==> config.mk <==
export PLATFORM = sky130hd
export DESIGN_NAME = hv_measure_routing_control
export DESIGN_NICKNAME = d
export VERILOG_FILES = /design/src/core/hv_measure_pkg.sv /design/src/core/hv_measure_routing_control.sv /design/src/core/pin_sync.sv /design/src/core/axil_slave.sv
export VERILOG_INCLUDE_DIRS = /design/src /design/src/core
export SDC_FILE = /design/constraint.sdc
export NUM_CORES = 1
export LEC_CHECK = 0
export ABC_AREA = 0
export ABC_CLOCK_PERIOD_IN_PS = 10800
export BUFFER_PORTS_ARGS = -buffer_cell sky130_fd_sc_hd__buf_2
export CAP_MARGIN = 30
export CORE_MARGIN = 2
export CORE_UTILIZATION = 56
export CTS_BUF_LIST = sky130_fd_sc_hd__clkbuf_4
export DETAILED_ROUTE_END_ITERATION = 7
export PLACE_DENSITY = 0.95
export REMOVE_ABC_BUFFERS = 1
export SYNTH_ARGS = -nofsm -noshare
export SYNTH_HDL_FRONTEND = slang
export SYNTH_HIERARCHICAL = 1
export SYNTH_SLANG_ARGS = --single-unit
==> constraint.sdc <==
create_clock -name core_clk -period 10.8 [get_ports core_clk]
set_input_delay 2.7 -clock core_clk [delete_from_list [all_inputs] [get_ports core_clk]]
set_output_delay 2.7 -clock core_clk [all_outputs]
set_load 0.02 [all_outputs]
==> src/core/hv_measure_map.svh <==
/*
 Register offsets, field positions, reset values and codes of the measurement routing block.
 Assumes inclusion by the main module and the test bench only.
*/
`ifndef HV_MEASURE_MAP_SVH
`define HV_MEASURE_MAP_SVH
`define OFF_CTRL 32'h0000_0000
`define OFF_WAKE_CFG 32'h0000_0004
`define OFF_PIN_FUNC 32'h0000_0008
`define OFF_MODE_CMD 32'h0000_000c
`define OFF_STATUS 32'h0000_0010
`define OFF_WAKE_STAT 32'h0000_0014
`define BIT_MEAS_EN 0
`define BIT_FAULT 0
`define BIT_SWITCH 1
`define BIT_FO_TEST 3
`define BIT_GP_LEVEL 4
`define BIT_HV_WAKE_EN 4
`define FUNC_OFF 3'h0
`define FUNC_FAIL_OUT 3'h1
`define FUNC_WAKE 3'h2
`define FUNC_LOW_SIDE 3'h3
`define FUNC_HIGH_SIDE 3'h4
`define RST_PIN_FUNC 3'h1
`define RST_WAKE_CFG 5'h00
`define PULL_DOWN 2'h1
`define PULL_UP 2'h2
`define CMD_NORMAL 3'h0
`define CMD_STOP 3'h1
`define CMD_SLEEP 3'h2
`define RESP_OKAY 2'h0
`define RESP_SLVERR 2'h2
`endif

==> src/core/hv_measure_pkg.sv <==
/*
 Types shared by the measurement routing block: chip modes and AXI4-Lite carriers.
 Assumes a 32-bit AXI4-Lite bus.
*/
package hv_measure_pkg;
	typedef enum logic [2:0] {
		MODE_NORMAL = 3'b000,
		MODE_STOP = 3'b001,
		MODE_SLEEP = 3'b010,
		MODE_RESTART = 3'b011,
		MODE_FAILSAFE = 3'b100
	} chipMode_t;

	typedef struct packed {
		logic awvalid;
		logic [31:0] awaddr;
		logic wvalid;
		logic [31:0] wdata;
		logic [3:0] wstrb;
		logic bready;
		logic arvalid;
		logic [31:0] araddr;
		logic rready;
	} axilReq_t;

	typedef struct packed {
		logic awready;
		logic wready;
		logic bvalid;
		logic [1:0] bresp;
		logic arready;
		logic rvalid;
		logic [31:0] rdata;
		logic [1:0] rresp;
	} axilRsp_t;
endpackage

==> src/core/hv_measure_routing_control.sv <==
/*
 High-voltage measurement routing control: register file, chip mode sequencing, pin gating and switch.
 Assumes AXI4-Lite software access, asynchronous pin inputs and same-clock supervisor inputs.
*/
`timescale 1ns/1ns
`include "hv_measure_map.svh"
module hv_measure_routing_control
	import hv_measure_pkg::*;
(
	input wire logic core_clk,
	input wire logic arst_n,
	input wire axilReq_t axilReq,
	output axilRsp_t axilRsp,
	input wire logic hvWakeSensePin,
	input wire logic multiPinIn,
	output logic multiPinOut,
	output logic multiPinDrvN,
	input wire logic otherWakeSrc,
	input wire logic otherWakeEvt,
	input wire logic failSafeReq,
	output logic measureSwitch,
	output logic hvPullUp,
	output logic hvPullDown,
	output logic multiPullUp,
	output logic multiPullDown,
	output logic hvWakeSourceActive,
	output chipMode_t chipMode
);
	logic rstSync1_r, rstN;
	logic wrEn, wrOk, rdOk;
	logic [31:0] wrAddr, wrData, rdAddr, rdData;
	logic [3:0] wrStrb;
	logic [1:0] pinLvl, pinLvlDly_r;
	logic measureRouteEnable_r, fault_r, faultSet, faultClr;
	logic [4:0] wakeCfg_r;
	logic [4:0] pinFunc_r;
	logic [1:0] wakeStat_r, wakeLevel_r, wakeHit;
	chipMode_t mode_r, modeNxt;
	logic wrLow, wrCtrl, wrWake, wrFunc, wrMode, wrStat, wrWStat;
	logic sleepCmd, pinsOnlyWake, hvWakeOn, multiWakeOn;

	always_ff @(posedge core_clk or negedge arst_n) begin
		if (!arst_n) begin
			rstSync1_r <= 1'b0;
			rstN <= 1'b0;
		end else begin
			rstSync1_r <= 1'b1;
			rstN <= rstSync1_r;
		end
	end

	axil_slave uBus (
		.core_clk(core_clk),
		.rstN(rstN),
		.req(axilReq),
		.rsp(axilRsp),
		.wrEn(wrEn),
		.wrAddr(wrAddr),
		.wrData(wrData),
		.wrStrb(wrStrb),
		.wrOk(wrOk),
		.rdAddr(rdAddr),
		.rdData(rdData),
		.rdOk(rdOk)
	);

	pin_sync #(.WIDTH(2)) uSync (
		.core_clk(core_clk),
		.rstN(rstN),
		.pinIn({multiPinIn, hvWakeSensePin}),
		.pinOut(pinLvl)
	);

	// Write decode; all fields sit in byte lane zero
	assign wrLow = wrEn && wrStrb[0];
	assign wrCtrl = wrLow && (wrAddr == `OFF_CTRL);
	assign wrWake = wrLow && (wrAddr == `OFF_WAKE_CFG);
	assign wrFunc = wrLow && (wrAddr == `OFF_PIN_FUNC);
	assign wrMode = wrLow && (wrAddr == `OFF_MODE_CMD);
	assign wrStat = wrLow && (wrAddr == `OFF_STATUS);
	assign wrWStat = wrLow && (wrAddr == `OFF_WAKE_STAT);
	assign wrOk = (wrAddr == `OFF_CTRL) || (wrAddr == `OFF_WAKE_CFG) || (wrAddr == `OFF_PIN_FUNC) ||
		(wrAddr == `OFF_MODE_CMD) || (wrAddr == `OFF_STATUS) || (wrAddr == `OFF_WAKE_STAT);

	// Wake sources as configured; the fail-safe takeover only applies with routing off
	assign hvWakeOn = (wakeCfg_r[`BIT_HV_WAKE_EN] || (mode_r == MODE_FAILSAFE)) && !measureRouteEnable_r;
	assign multiWakeOn = (pinFunc_r[2:0] == `FUNC_WAKE) && !measureRouteEnable_r;
	assign pinsOnlyWake = (wakeCfg_r[`BIT_HV_WAKE_EN] || (pinFunc_r[2:0] == `FUNC_WAKE)) && !otherWakeSrc;
	assign sleepCmd = wrMode && (wrData[2:0] == `CMD_SLEEP) && (mode_r == MODE_NORMAL);

	always_ff @(posedge core_clk or negedge rstN) begin
		if (!rstN) begin
			measureRouteEnable_r <= 1'b0;
		end else if (wrCtrl) begin
			if (!wrData[`BIT_MEAS_EN]) begin
				measureRouteEnable_r <= 1'b0;
			end else if (pinFunc_r[2:0] == `FUNC_OFF) begin
				measureRouteEnable_r <= 1'b1;
			end
		end
	end

	// Writes always land; the gating below decides whether they act
	always_ff @(posedge core_clk or negedge rstN) begin
		if (!rstN) begin
			wakeCfg_r <= `RST_WAKE_CFG;
			pinFunc_r <= {2'h0, `RST_PIN_FUNC};
		end else begin
			if (wrWake) begin
				wakeCfg_r <= wrData[4:0];
			end
			if (wrFunc) begin
				pinFunc_r <= wrData[4:0];
			end
		end
	end

	assign faultSet = (wrCtrl && wrData[`BIT_MEAS_EN] && !measureRouteEnable_r &&
		(pinFunc_r[2:0] != `FUNC_OFF)) ||
		(wrFunc && measureRouteEnable_r && (wrData[4:0] != pinFunc_r)) ||
		(sleepCmd && measureRouteEnable_r && pinsOnlyWake);
	assign faultClr = wrStat && wrData[`BIT_FAULT];

	// Set wins over a clear in the same cycle
	always_ff @(posedge core_clk or negedge rstN) begin
		if (!rstN) begin
			fault_r <= 1'b0;
		end else begin
			fault_r <= (fault_r && !faultClr) || faultSet;
		end
	end

	always_comb begin
		modeNxt = mode_r;
		unique case (mode_r)
			MODE_NORMAL, MODE_STOP: begin
				if (wrMode && (wrData[2:0] == `CMD_NORMAL)) begin
					modeNxt = MODE_NORMAL;
				end else if (wrMode && (wrData[2:0] == `CMD_STOP)) begin
					modeNxt = MODE_STOP;
				end else if (sleepCmd) begin
					modeNxt = (measureRouteEnable_r && pinsOnlyWake) ? MODE_RESTART : MODE_SLEEP;
				end
			end
			MODE_SLEEP: begin
				if ((|wakeHit) || otherWakeEvt) begin
					modeNxt = MODE_RESTART;
				end
			end
			MODE_RESTART: begin
				modeNxt = MODE_NORMAL;
			end
			MODE_FAILSAFE: begin
				if (!failSafeReq) begin
					modeNxt = MODE_RESTART;
				end
			end
			default: begin
				modeNxt = MODE_RESTART;
			end
		endcase
		if (failSafeReq) begin
			modeNxt = MODE_FAILSAFE;
		end
	end

	always_ff @(posedge core_clk or negedge rstN) begin
		if (!rstN) begin
			mode_r <= MODE_NORMAL;
		end else begin
			mode_r <= modeNxt;
		end
	end
	assign chipMode = mode_r;

	// Rising edges wake; nothing is seen from the pins while routing is on
	assign wakeHit = {multiWakeOn, hvWakeOn} & pinLvl & ~pinLvlDly_r;

	always_ff @(posedge core_clk or negedge rstN) begin
		if (!rstN) begin
			pinLvlDly_r <= 2'h0;
			wakeStat_r <= 2'h0;
			wakeLevel_r <= 2'h0;
		end else begin
			pinLvlDly_r <= pinLvl;
			wakeStat_r <= (wakeStat_r & ~({2{wrWStat}} & wrData[1:0])) | wakeHit;
			if (!measureRouteEnable_r) begin
				wakeLevel_r <= pinLvl;
			end
		end
	end

	// Pin drive, pulls and switch; registered so the pads see no decode glitches
	always_ff @(posedge core_clk or negedge rstN) begin
		if (!rstN) begin
			measureSwitch <= 1'b0;
			hvPullUp <= 1'b0;
			hvPullDown <= 1'b0;
			multiPullUp <= 1'b0;
			multiPullDown <= 1'b0;
			multiPinOut <= 1'b1;
			multiPinDrvN <= 1'b1;
			hvWakeSourceActive <= 1'b0;
		end else begin
			measureSwitch <= measureRouteEnable_r && (mode_r == MODE_NORMAL);
			hvPullUp <= !measureRouteEnable_r && (wakeCfg_r[1:0] == `PULL_UP);
			hvPullDown <= !measureRouteEnable_r && (wakeCfg_r[1:0] == `PULL_DOWN);
			multiPullUp <= !measureRouteEnable_r && (wakeCfg_r[3:2] == `PULL_UP);
			multiPullDown <= !measureRouteEnable_r && (wakeCfg_r[3:2] == `PULL_DOWN);
			hvWakeSourceActive <= hvWakeOn;
			multiPinOut <= 1'b1;
			multiPinDrvN <= 1'b1;
			if (!measureRouteEnable_r) begin
				unique case (pinFunc_r[2:0])
					`FUNC_FAIL_OUT: begin
						multiPinOut <= 1'b0;
						multiPinDrvN <= !((mode_r == MODE_FAILSAFE) || pinFunc_r[`BIT_FO_TEST]);
					end
					`FUNC_LOW_SIDE: begin
						multiPinOut <= 1'b0;
						multiPinDrvN <= !pinFunc_r[`BIT_GP_LEVEL];
					end
					`FUNC_HIGH_SIDE: begin
						multiPinOut <= 1'b1;
						multiPinDrvN <= !pinFunc_r[`BIT_GP_LEVEL];
					end
					default: begin
						multiPinDrvN <= 1'b1;
					end
				endcase
			end
		end
	end

	always_comb begin
		rdOk = 1'b1;
		rdData = 32'h0000_0000;
		unique case (rdAddr)
			`OFF_CTRL: rdData[`BIT_MEAS_EN] = measureRouteEnable_r;
			`OFF_WAKE_CFG: rdData[4:0] = wakeCfg_r;
			`OFF_PIN_FUNC: rdData[4:0] = pinFunc_r;
			`OFF_MODE_CMD: rdData[2:0] = mode_r;
			`OFF_STATUS: rdData[1:0] = {measureSwitch, fault_r};
			`OFF_WAKE_STAT: rdData[3:0] = {wakeLevel_r, wakeStat_r};
			default: rdOk = 1'b0;
		endcase
	end
endmodule

==> src/core/pin_sync.sv <==
/*
 Three-stage synchroniser for pin inputs; a change counts once stages two and three agree.
 Assumes inputs asynchronous to core_clk and a reset already synchronised.
*/
`timescale 1ns/1ns
module pin_sync #(
	parameter int WIDTH = 2
) (
	input wire logic core_clk,
	input wire logic rstN,
	input wire logic [WIDTH-1:0] pinIn,
	output logic [WIDTH-1:0] pinOut
);
	genvar i;
	generate
		for (i = 0; i < WIDTH; i++) begin : gBit
			logic s1_r, s2_r, s3_r, q_r;
			always_ff @(posedge core_clk or negedge rstN) begin
				if (!rstN) begin
					s1_r <= 1'b0;
					s2_r <= 1'b0;
					s3_r <= 1'b0;
				end else begin
					s1_r <= pinIn[i];
					s2_r <= s1_r;
					s3_r <= s2_r;
				end
			end
			// Stage one feeds only stage two; filter looks at two and three
			always_ff @(posedge core_clk or negedge rstN) begin
				if (!rstN) begin
					q_r <= 1'b0;
				end else if (s2_r == s3_r) begin
					q_r <= s3_r;
				end
			end
			assign pinOut[i] = q_r;
		end
	endgenerate
endmodule

==> src/core/axil_slave.sv <==
/*
 AXI4-Lite slave front end: takes address and data in either order, one write and one read at a time.
 Assumes the register file decodes combinationally and reports whether an address is mapped.
*/
`timescale 1ns/1ns
module axil_slave
	import hv_measure_pkg::*;
(
	input wire logic core_clk,
	input wire logic rstN,
	input wire axilReq_t req,
	output axilRsp_t rsp,
	output logic wrEn,
	output logic [31:0] wrAddr,
	output logic [31:0] wrData,
	output logic [3:0] wrStrb,
	input wire logic wrOk,
	output logic [31:0] rdAddr,
	input wire logic [31:0] rdData,
	input wire logic rdOk
);
	logic awHave_r, wHave_r, bValid_r, rValid_r;
	logic [1:0] bResp_r, rResp_r;
	logic [31:0] rData_r;

	// Address and data are refused while a response waits, so one write is in flight
	assign rsp.awready = !awHave_r && !bValid_r;
	assign rsp.wready = !wHave_r && !bValid_r;
	assign rsp.arready = !rValid_r;
	assign rsp.bvalid = bValid_r;
	assign rsp.bresp = bResp_r;
	assign rsp.rvalid = rValid_r;
	assign rsp.rdata = rData_r;
	assign rsp.rresp = rResp_r;
	assign wrEn = awHave_r && wHave_r;
	assign rdAddr = req.araddr;

	always_ff @(posedge core_clk or negedge rstN) begin
		if (!rstN) begin
			awHave_r <= 1'b0;
			wHave_r <= 1'b0;
			bValid_r <= 1'b0;
			bResp_r <= `RESP_OKAY;
			wrAddr <= 32'h0000_0000;
			wrData <= 32'h0000_0000;
			wrStrb <= 4'h0;
		end else begin
			if (req.awvalid && rsp.awready) begin
				awHave_r <= 1'b1;
				wrAddr <= req.awaddr;
			end
			if (req.wvalid && rsp.wready) begin
				wHave_r <= 1'b1;
				wrData <= req.wdata;
				wrStrb <= req.wstrb;
			end
			if (wrEn) begin
				awHave_r <= 1'b0;
				wHave_r <= 1'b0;
				bValid_r <= 1'b1;
				bResp_r <= wrOk ? `RESP_OKAY : `RESP_SLVERR;
			end else if (bValid_r && req.bready) begin
				bValid_r <= 1'b0;
			end
		end
	end

	always_ff @(posedge core_clk or negedge rstN) begin
		if (!rstN) begin
			rValid_r <= 1'b0;
			rData_r <= 32'h0000_0000;
			rResp_r <= `RESP_OKAY;
		end else if (req.arvalid && rsp.arready) begin
			rValid_r <= 1'b1;
			rData_r <= rdOk ? rdData : 32'h0000_0000;
			rResp_r <= rdOk ? `RESP_OKAY : `RESP_SLVERR;
		end else if (rValid_r && req.rready) begin
			rValid_r <= 1'b0;
		end
	end
endmodule

== After elaboration in Yosys (flattened, before gate mapping) ==
Index checks and enable logic that the tools add are counted.
Operators by class
  equality and inequality tests: 30
  muxes and demuxes: 30
  bitwise logic cells: 7
  reductions and logical operators: 75
Operators by type and width (count)
  32-bit by 4-bit == test with 1-bit output (second input constant): 4
  32-bit by 5-bit == test with 1-bit output (second input constant): 4
  32-bit by 3-bit == test with 1-bit output (second input constant): 2
  32-bit logical NOT: 2
  1-bit logical AND: 37
  3-bit by 2-bit == test with 1-bit output (second input constant): 5
  1-bit 2-to-1 mux: 15
  3-bit 2-to-1 mux: 5
  1-bit logical OR: 12
  3-bit by 1-bit == test with 1-bit output (second input constant): 3
  1-bit logical NOT: 9
  3-bit logical NOT: 3
  3-bit one-hot mux with 3 select lines: 1
  2-bit AND: 4
  2-bit nonzero test: 4
  2-bit OR reduction: 4
  3-bit == test (second input constant): 2
  1-bit one-hot mux with 6 select lines: 1
  6-bit OR reduction: 1
  5-bit 2-to-1 mux: 1
  5-bit != test: 1
  5-bit != test (second input constant): 1
  1-bit one-hot mux with 5 select lines: 1
  2-bit by 1-bit == test with 1-bit output (second input constant): 2
  other kinds (12): 18
Word-level totals
  flip-flop bits (word level): 117
  input port bits: 112
  output and inout port bits: 52
  word-level logic and storage cells: 178

== Logic depth before layout (Yosys ltp) ==
Gate-level depths: netlist of the first run.
  depth in word-level cells: 10
  depth in mapped cells: 10
  depth with buffers taken out: 7

== Hierarchy ==
The synthesis of the first run kept the hierarchy.
Modules (own cells, without submodules)
  axil_slave: instances 1, cells each 340, area each 4493.1 um2
  hv_measure_routing_control: instances 1, cells each 181, area each 1808.0 um2
  pin_sync: instances 1, cells each 12, area each 237.7 um2

== Least setup slack after synthesis of the first run ==
OpenSTA, ideal clock, no wires.
  path kind: input to register
  start point: input axilReq[11] (netlist name)
  end point: register uBus.rData_r[2]
  setup time: 0.079 ns
  arrival: 4.541 ns
  required time: 10.721 ns
  slack: 6.180 ns
  stages on the path: 9
  path buffers: 3
  path through: buf_4 > or4_1 > nor4_1 > nand4_1 > a21oi_1 > clkbuf_1 > clkbuf_1 > nand2_1 > mux2i_1
On the way
  cells in the longest elaborated chain, start to end: 4
  elaborated cells on any way between the ends: 10
  classes of those cells: 5 x eq/ne; 3 x mux; 2 x reduce/logical
RTL lines
  from (decl): line hv_measure_routing_control.sv:12  | input wire axilReq_t axilReq,
  32-bit by 4-bit == test with 1-bit output, or another cell as far along: line hv_measure_routing_control.sv:238  | unique case (rdAddr)
  6-bit OR reduction (no line) *
  1-bit 2-to-1 mux *: line hv_measure_routing_control.sv:238
  net rdOk: line hv_measure_routing_control.sv:30  | logic wrEn, wrOk, rdOk;
  5-bit 2-to-1 mux *: line axil_slave.sv:75  | rData_r <= rdOk ? rdData : 32'h0000_0000;
  to (signal assigned): line axil_slave.sv:75
  to (decl): line axil_slave.sv:24  | logic [31:0] rData_r;
The timed path passes the listed nets; every way through them passes the cells marked *.
A chain may end at the register's enable or synchronous reset.

== Worst setup path after layout of the first run ==
  start point: input axilReq[11] (netlist name)
  end point: register uBus.rData_r[4]
The elaborated chain is that of the path after synthesis.

==> run summary, run 1 <==
### Yosys
* **count of synthesis-stage warnings from yosys** 6
* **cell count after synthesis** 472
* **average footprint of a synthesized cell** 11.5 um2
* **cell area after technology mapping** 5430 um2

### Worst setup path
* **required time of the critical path** 11.24 ns
* **ordered list of cells on the worst path** buf_2 -> or4_1 -> nor4_1 -> nand4_1 -> a21oi_2 -> buf_4 -> nand2_1 -> mux2i_1
* **category of the critical setup timing path** input port to register
* **Startpoint Class** input port
* **Buffers & Inverters on Critical Path** 2
* **sort of element at the end of the critical path** register
* **critical path's slowest cell** or4_1
* **delay contributed by the slowest stage of the critical path** 0.50 ns
* **family of cells with the greatest summed delay on the critical path** simple AND/OR/NAND/NOR gates
* **data arrival time of the worst path** 4.60 ns
* **critical path peak fanout** 33

### Cells and area
* **register area** 2890 um2
* **diode insertion count for antenna repair** 0
* **# fillers** 673
* **final layout net count** 704
* **Layout area overhead** 16.0%
* **Multi-input gate area** 2080 um2
* **fraction of final layout cells sized beyond drive strength 1** 0.393

### Global routing
* **total gr overflow** 0
* **overall routing resource usage** 0.224
* **vias in the first global route** 3828
* **number of antenna violations at the first check in global routing** 0
* **first-pass GRT wire length** 18000 um
* **maximum number of pins on one net before global-route repair** 78

### Die
* **Core Box Area** 9330 um2
* **initial core utilization** 0.582
* **Die ar.** 10500 um2
* **Boundary Pins** 164
* **die extent in x** 102 um
* **Die Span Y** 102 um
* **number of rows created at floorplan** 35

### Timing
* **hold violation count in the final report** 0
* **final sum of negative setup slack** 0 ns
* **final period demand of the worst path** 4.16 ns
* **clock tree skew after final layout** 0.0149 ns
* **Hold Worst Slack** 0.273 ns
* **final cycle utilization of the critical path** 0.386
* **setup repair after global routing missed its margin** false
* **number of setup violations in the final report** 0
* **Fmax achieved** 0.240 GHz
* **relative slew slack** 0.612
* **setup ws final** 6.64 ns
* **slew at the pin closest to its max-slew limit** 0.582 ns
* **Final Max Slew Viols** 0

### Drt
* **iteration count of the initial detailed-routing pass** 4
* **number of nets with antenna violations after routing** 0
* **drt drc** 0
* **via density per instance** 5.13
* **violation count after the first detailed-routing iteration** 157
* **routed length per instance** 14.7 um
* **total routed wirelength** 10800 um
* **vias** 3766

### Placement
* **dpl hpwl** 7950 um
* **port bufs** 131
* **worst slack after detailed placement** 6.06 ns
* **global placer's final weighted congestion** 0.950

### CTS
* **clock sink total** 115
* **clock tree from TritonCTS** yes
* **clock network latency to the later pin of the worst-skew pair** 0.52 ns
* **H-tree lvl count** 4
* **Clock Tree Buf Depth** 2
* **Reg clk slew, reported paths** 0.11 ns
* **CTS-repair resized insts** 0
* **number of buffers added for setup after CTS** 0
* **Root Driver** clkbuf_4
* **post-cts hold buffer count** 0
* **number of buffers added by the clock tree synthesis step** 17

### Pwr
* **total power density per cell area** 181 nW/um2
* **worst IR drop on VDD** 0.000153 V
* **leakage dissipation** 0.00303 uW

### Job
* **max-capacitance violation count** 0

### Outcome
* **run status** completed

### Worst hold path
* **path category of the worst min-delay check** register to asynchronous set/reset pin

-- flip-flops by register name, indices dropped and copies added, names as in the netlist, 2 cells and up --
register         count
chipMode             3
pinFunc_r            5
pinLvlDly_r          2
uBus/rData_r        32
uBus/wrAddr         32
uBus/wrData          5
uSync/gBit.q_r       2
uSync/gBit.s1_r      2
uSync/gBit.s2_r      2
uSync/gBit.s3_r      2
wakeCfg_r            5
wakeLevel_r          2
wakeStat_r           2
-- final cells by class --
class / count / area share
Clock buffer: 18 / 0.0214
Timing Repair Buffer: 136 / 0.115
Tap cell: 129 / 0.0256
Clock inverter: 14 / 0.0246
Sequential cell: 115 / 0.458
Multi-Input combinational cell: 279 / 0.329
Inverter: 43 / 0.0256
-- per-layer routing --
| metal | GRT usage | part of all wire | vias up |
|---|---|---|---|
| li1 | - | - | 1787 |
| met3 | 0.0766 | 0.069 | 19 |
| met1 | 0.274 | 0.41 | 1822 |
| met4 | 0.0697 | 0.016 | 0 |
| met2 | 0.377 | 0.51 | 138 |
| met5 | 0 | 0 | - |
-- power breakdown --
| part | internal (uW) | total [uW] | leakage [uW] | switching, uW |
|---|---|---|---|---|
| clock network | 143 | 318 | 0.000142 | 176 |
| logic | 127 | 225 | 0.00145 | 98.5 |
| registers | 515 | 596 | 0.00144 | 81.0 |
| total | 784 | 1140 | 0.00303 | 355 |
-- final timing paths --
kind / start / to / slack [ns] / cells after the start
max in group asynchronous: arst_n / rstN / 8.74 / 1
setup / recovery: axilReq[11] / uBus/rData_r[4] / 6.64 / 8
setup reg to reg: uBus/wrAddr[27] / uBus/bResp_r[1] / 8.53 / 6
hold reg to reg: rstN / uBus/rData_r[13] / 0.27 / 0
hold / removal: rstN / uBus/rData_r[13] / 0.27 / 0
min in group core_clk: uSync/gBit[1].s1_r / uSync/gBit[1].s2_r / 0.35 / 0
-- stage by stage --
stage	util	power [uW]	area [um2]	instances
floorplan	-	748	5110	437
CTS	0.672	1150	6270	733
finish	0.675	1140	6300	734
detailed placement	0.641	827	5980	701
global route	0.675	1200	6300	734
global placement	0.639	800	5960	700
-- cells in the final DEF (no fill, tap or decap), types with 5 or more instances in the layout --
master and n:
nor4_1 15, dfrtp_1 111, o21ai_0 5, nand4_1 5, clkinvlp_4 5, mux2_2 51, nor2_1 20, clkbuf_4 18
buf_2 131, nand2_1 40, conb_1 30, mux2i_1 39, inv_1 43, nor3b_1 8, nor3_1 6
(Power assumes the default switching activity.)
==> run 2: changes to the inputs <==
- ABC_CLOCK_PERIOD_IN_PS: 10800 -> 3480
- CORE_UTILIZATION: 56 -> 50
- PLACE_DENSITY: 0.95 -> 0.91
- clock period: 10.8 -> 3.48 ns (I/O delays scaled with it)
==> run summary, run 2 (synthesis results as in run 1) <==
### Drt
* **via density per instance** 5.10, was 5.13
* **routed length per instance** 14.8 um, was 14.7 um
* **violation count after the first detailed-routing iteration** 207, was 157
* **drt drc** 0, unchanged
* **vias** 3801, was 3766
* **number of nets with antenna violations after routing** 0, unchanged
* **iteration count of the initial detailed-routing pass** 6, was 4
* **total routed wirelength** 11000 um, was 10800 um

### Worst setup path
* **critical path's slowest cell** dfrtp_1, was or4_1
* **number of cells on the worst reg-to-reg path** 5, was 6
* **Crit Reg-Reg Endpoint** pinFunc_r[2], was uBus/bResp_r[1]
* **Buffers & Inverters on Critical Path** 0, was 2
* **delay contributed by the slowest stage of the critical path** 0.39 ns, was 0.50 ns
* **critical path peak fanout** 5, was 33
* **family of cells with the greatest summed delay on the critical path** simple AND/OR/NAND/NOR gates, unchanged
* **required time of the critical path** 3.86 ns, was 11.24 ns
* **minimum setup slack among reg-to-reg paths** 1.23 ns, was 8.53 ns
* **category of the critical setup timing path** register to register, was input port to register
* **startpoint of the most critical register-to-register path** uBus/wrAddr[21], was uBus/wrAddr[27]
* **sort of element at the end of the critical path** register, unchanged
* **Startpoint Class** register, was input port
* **data arrival time of the worst path** 2.63 ns, was 4.60 ns
* **ordered list of cells on the worst path** nor4_1 -> nand4_1 -> or2_4 -> nor3_4 -> mux2_2, was buf_2 -> or4_1 -> nor4_1 -> nand4_1 -> a21oi_2 -> buf_4 -> nand2_1 -> mux2i_1

### CTS
* **number of buffers added for setup after CTS** 0, unchanged
* **Reg clk slew, reported paths** 0.10 ns, was 0.11 ns
* **clock network latency to the later pin of the worst-skew pair** 0.50 ns, was 0.52 ns
* **H-tree lvl count** 4, unchanged
* **clock sink total** 115, unchanged
* **number of buffers added by the clock tree synthesis step** 17, unchanged
* **clock tree from TritonCTS** yes, unchanged
* **Root Driver** clkbuf_4, unchanged
* **Clock Tree Buf Depth** 2, unchanged
* **CTS-repair resized insts** 0, unchanged
* **post-cts hold buffer count** 0, unchanged

### Outcome
* **run status** completed, unchanged

### Placement
* **port bufs** 131, unchanged
* **dpl hpwl** 8190 um, was 7950 um
* **global placer's final weighted congestion** 0.867, was 0.950

### Timing
* **final sum of negative setup slack** 0 ns, unchanged
* **clock tree skew after final layout** 0.0229 ns, was 0.0149 ns
* **relative slew slack** 0.440, was 0.612
* **number of setup violations in the final report** 0, unchanged
* **final cycle utilization of the critical path** 0.647
* **setup repair after global routing missed its margin** false, unchanged
* **slew at the pin closest to its max-slew limit** 0.840 ns, was 0.582 ns
* **hold violation count in the final report** 0, unchanged
* **Final Max Slew Viols** 0, unchanged
* **Fmax achieved** 0.444 GHz
* **final period demand of the worst path** 2.25 ns
* **Hold Worst Slack** 0.141 ns, was 0.273 ns

### Cells and area
* **# fillers** 857, was 673
* **final layout net count** 704, unchanged
* **Layout area overhead** 16.6%, was 16.0%
* **largest registers** uBus/rData_r (32), uBus/wrAddr (32), unchanged
* **leading cell types in the layout, fill and taps excluded** 131 x buf_2, 111 x dfrtp_1, 51 x mux2_2, unchanged
* **diode insertion count for antenna repair** 0, unchanged
* **fraction of final layout cells sized beyond drive strength 1** 0.392, was 0.393
* **commonest non-fill, non-tap cell in the layout** buf_2, unchanged

### Worst hold path
* **path category of the worst min-delay check** input port to asynchronous set/reset pin, was register to asynchronous set/reset pin

### Pwr
* **worst IR drop on VDD** 0.000372 V, was 0.000153 V
* **total power density per cell area** 582 nW/um2, was 181 nW/um2
* **overall power of the completed layout** 3690 uW, was 1140 uW
* **leakage dissipation** 0.00305 uW, was 0.00303 uW

### Global routing
* **overall routing resource usage** 0.198, was 0.224
* **maximum number of pins on one net before global-route repair** 67, was 78
* **number of antenna violations at the first check in global routing** 0, unchanged
* **first-pass GRT wire length** 17900 um, was 18000 um
* **total gr overflow** 0, unchanged
* **vias in the first global route** 3819, was 3828

### Die
* **Core Box Area** 10700 um2, was 9330 um2
* **number of rows created at floorplan** 38, was 35
* **Die Span Y** 108 um, was 102 um
* **Die ar.** 11700 um2, was 10500 um2
* **Boundary Pins** 164, unchanged
* **initial core utilization** 0.508, was 0.582
* **die extent in x** 108 um, was 102 um

### Job
* **max-capacitance violation count** 0, unchanged

-- run 2: cell types whose count changed in the layout (fill, tap and decap cells not counted), sizes merged --
cell	previous run	this run
inv	47	43
bufinv	2	5
clkbuf	18	21
clkinvlp	5	2
clkinv	3	4
-- run 2: power breakdown --
part,total (uW),switching [uW],internal [uW]
Sequential,1850,252,1600
Combinational,685,297,388
Clock,1150,482,669
-- run 2: worst register-to-register path: stages (launching register included) --
cell     delay (ns)
dfrtp_1        0.39
nor4_1         0.39
nand4_1        0.32
or2_4          0.37
nor3_4         0.30
mux2_2         0.37
-- run 2: cell type report --
class	count	area [um2]	share of cell area
well taps	140	175	0.0277
repair buffers	136	693	0.109
multi-input cells	279	2080	0.328
flip-flops and latches	115	2890	0.456
clock inverters	11	184	0.0290
clock buffers	21	158	0.0249
inverters	43	161	0.0255
-- run 2: worst max-delay path by stage --
stage / endpoint / cells after the start / slack [ns] / start
final: pinFunc_r[2] / 5 / 1.23 / uBus/wrAddr[21]
after CTS: pinFunc_r[3] / 5 / 1.17 / uBus/wrAddr[21]
after floorplan: chipMode[0] / 0 / 0.04 / rstN
after global placement: uBus/rData_r[4] / 7 / 0.81 / axilReq[19]
after global routing: pinFunc_r[3] / 5 / 1.06 / uBus/wrAddr[21]
after detailed placement: uBus/rData_r[3] / 7 / 0.74 / axilReq[11]
-- run 2: per-stage QoR --
step,setup WS (ns),instances,area [um2],utilization
detailed placement,0.735,713,5990,0.560
floorplan,0.0443,437,5110,-
finish,1.23,745,6330,0.592
CTS,1.17,745,6330,0.592
global placement,0.812,713,5990,0.560
global route,1.06,745,6330,0.592
-- run 2: routing by layer --
layer  global-route usage  share of wire  up-vias
met3               0.0603          0.074       13
li1                     -              -     1779
met4               0.0604         0.0091        0
met1                0.247           0.41     1843
met5                    0              0        -
met2                0.332           0.50      166
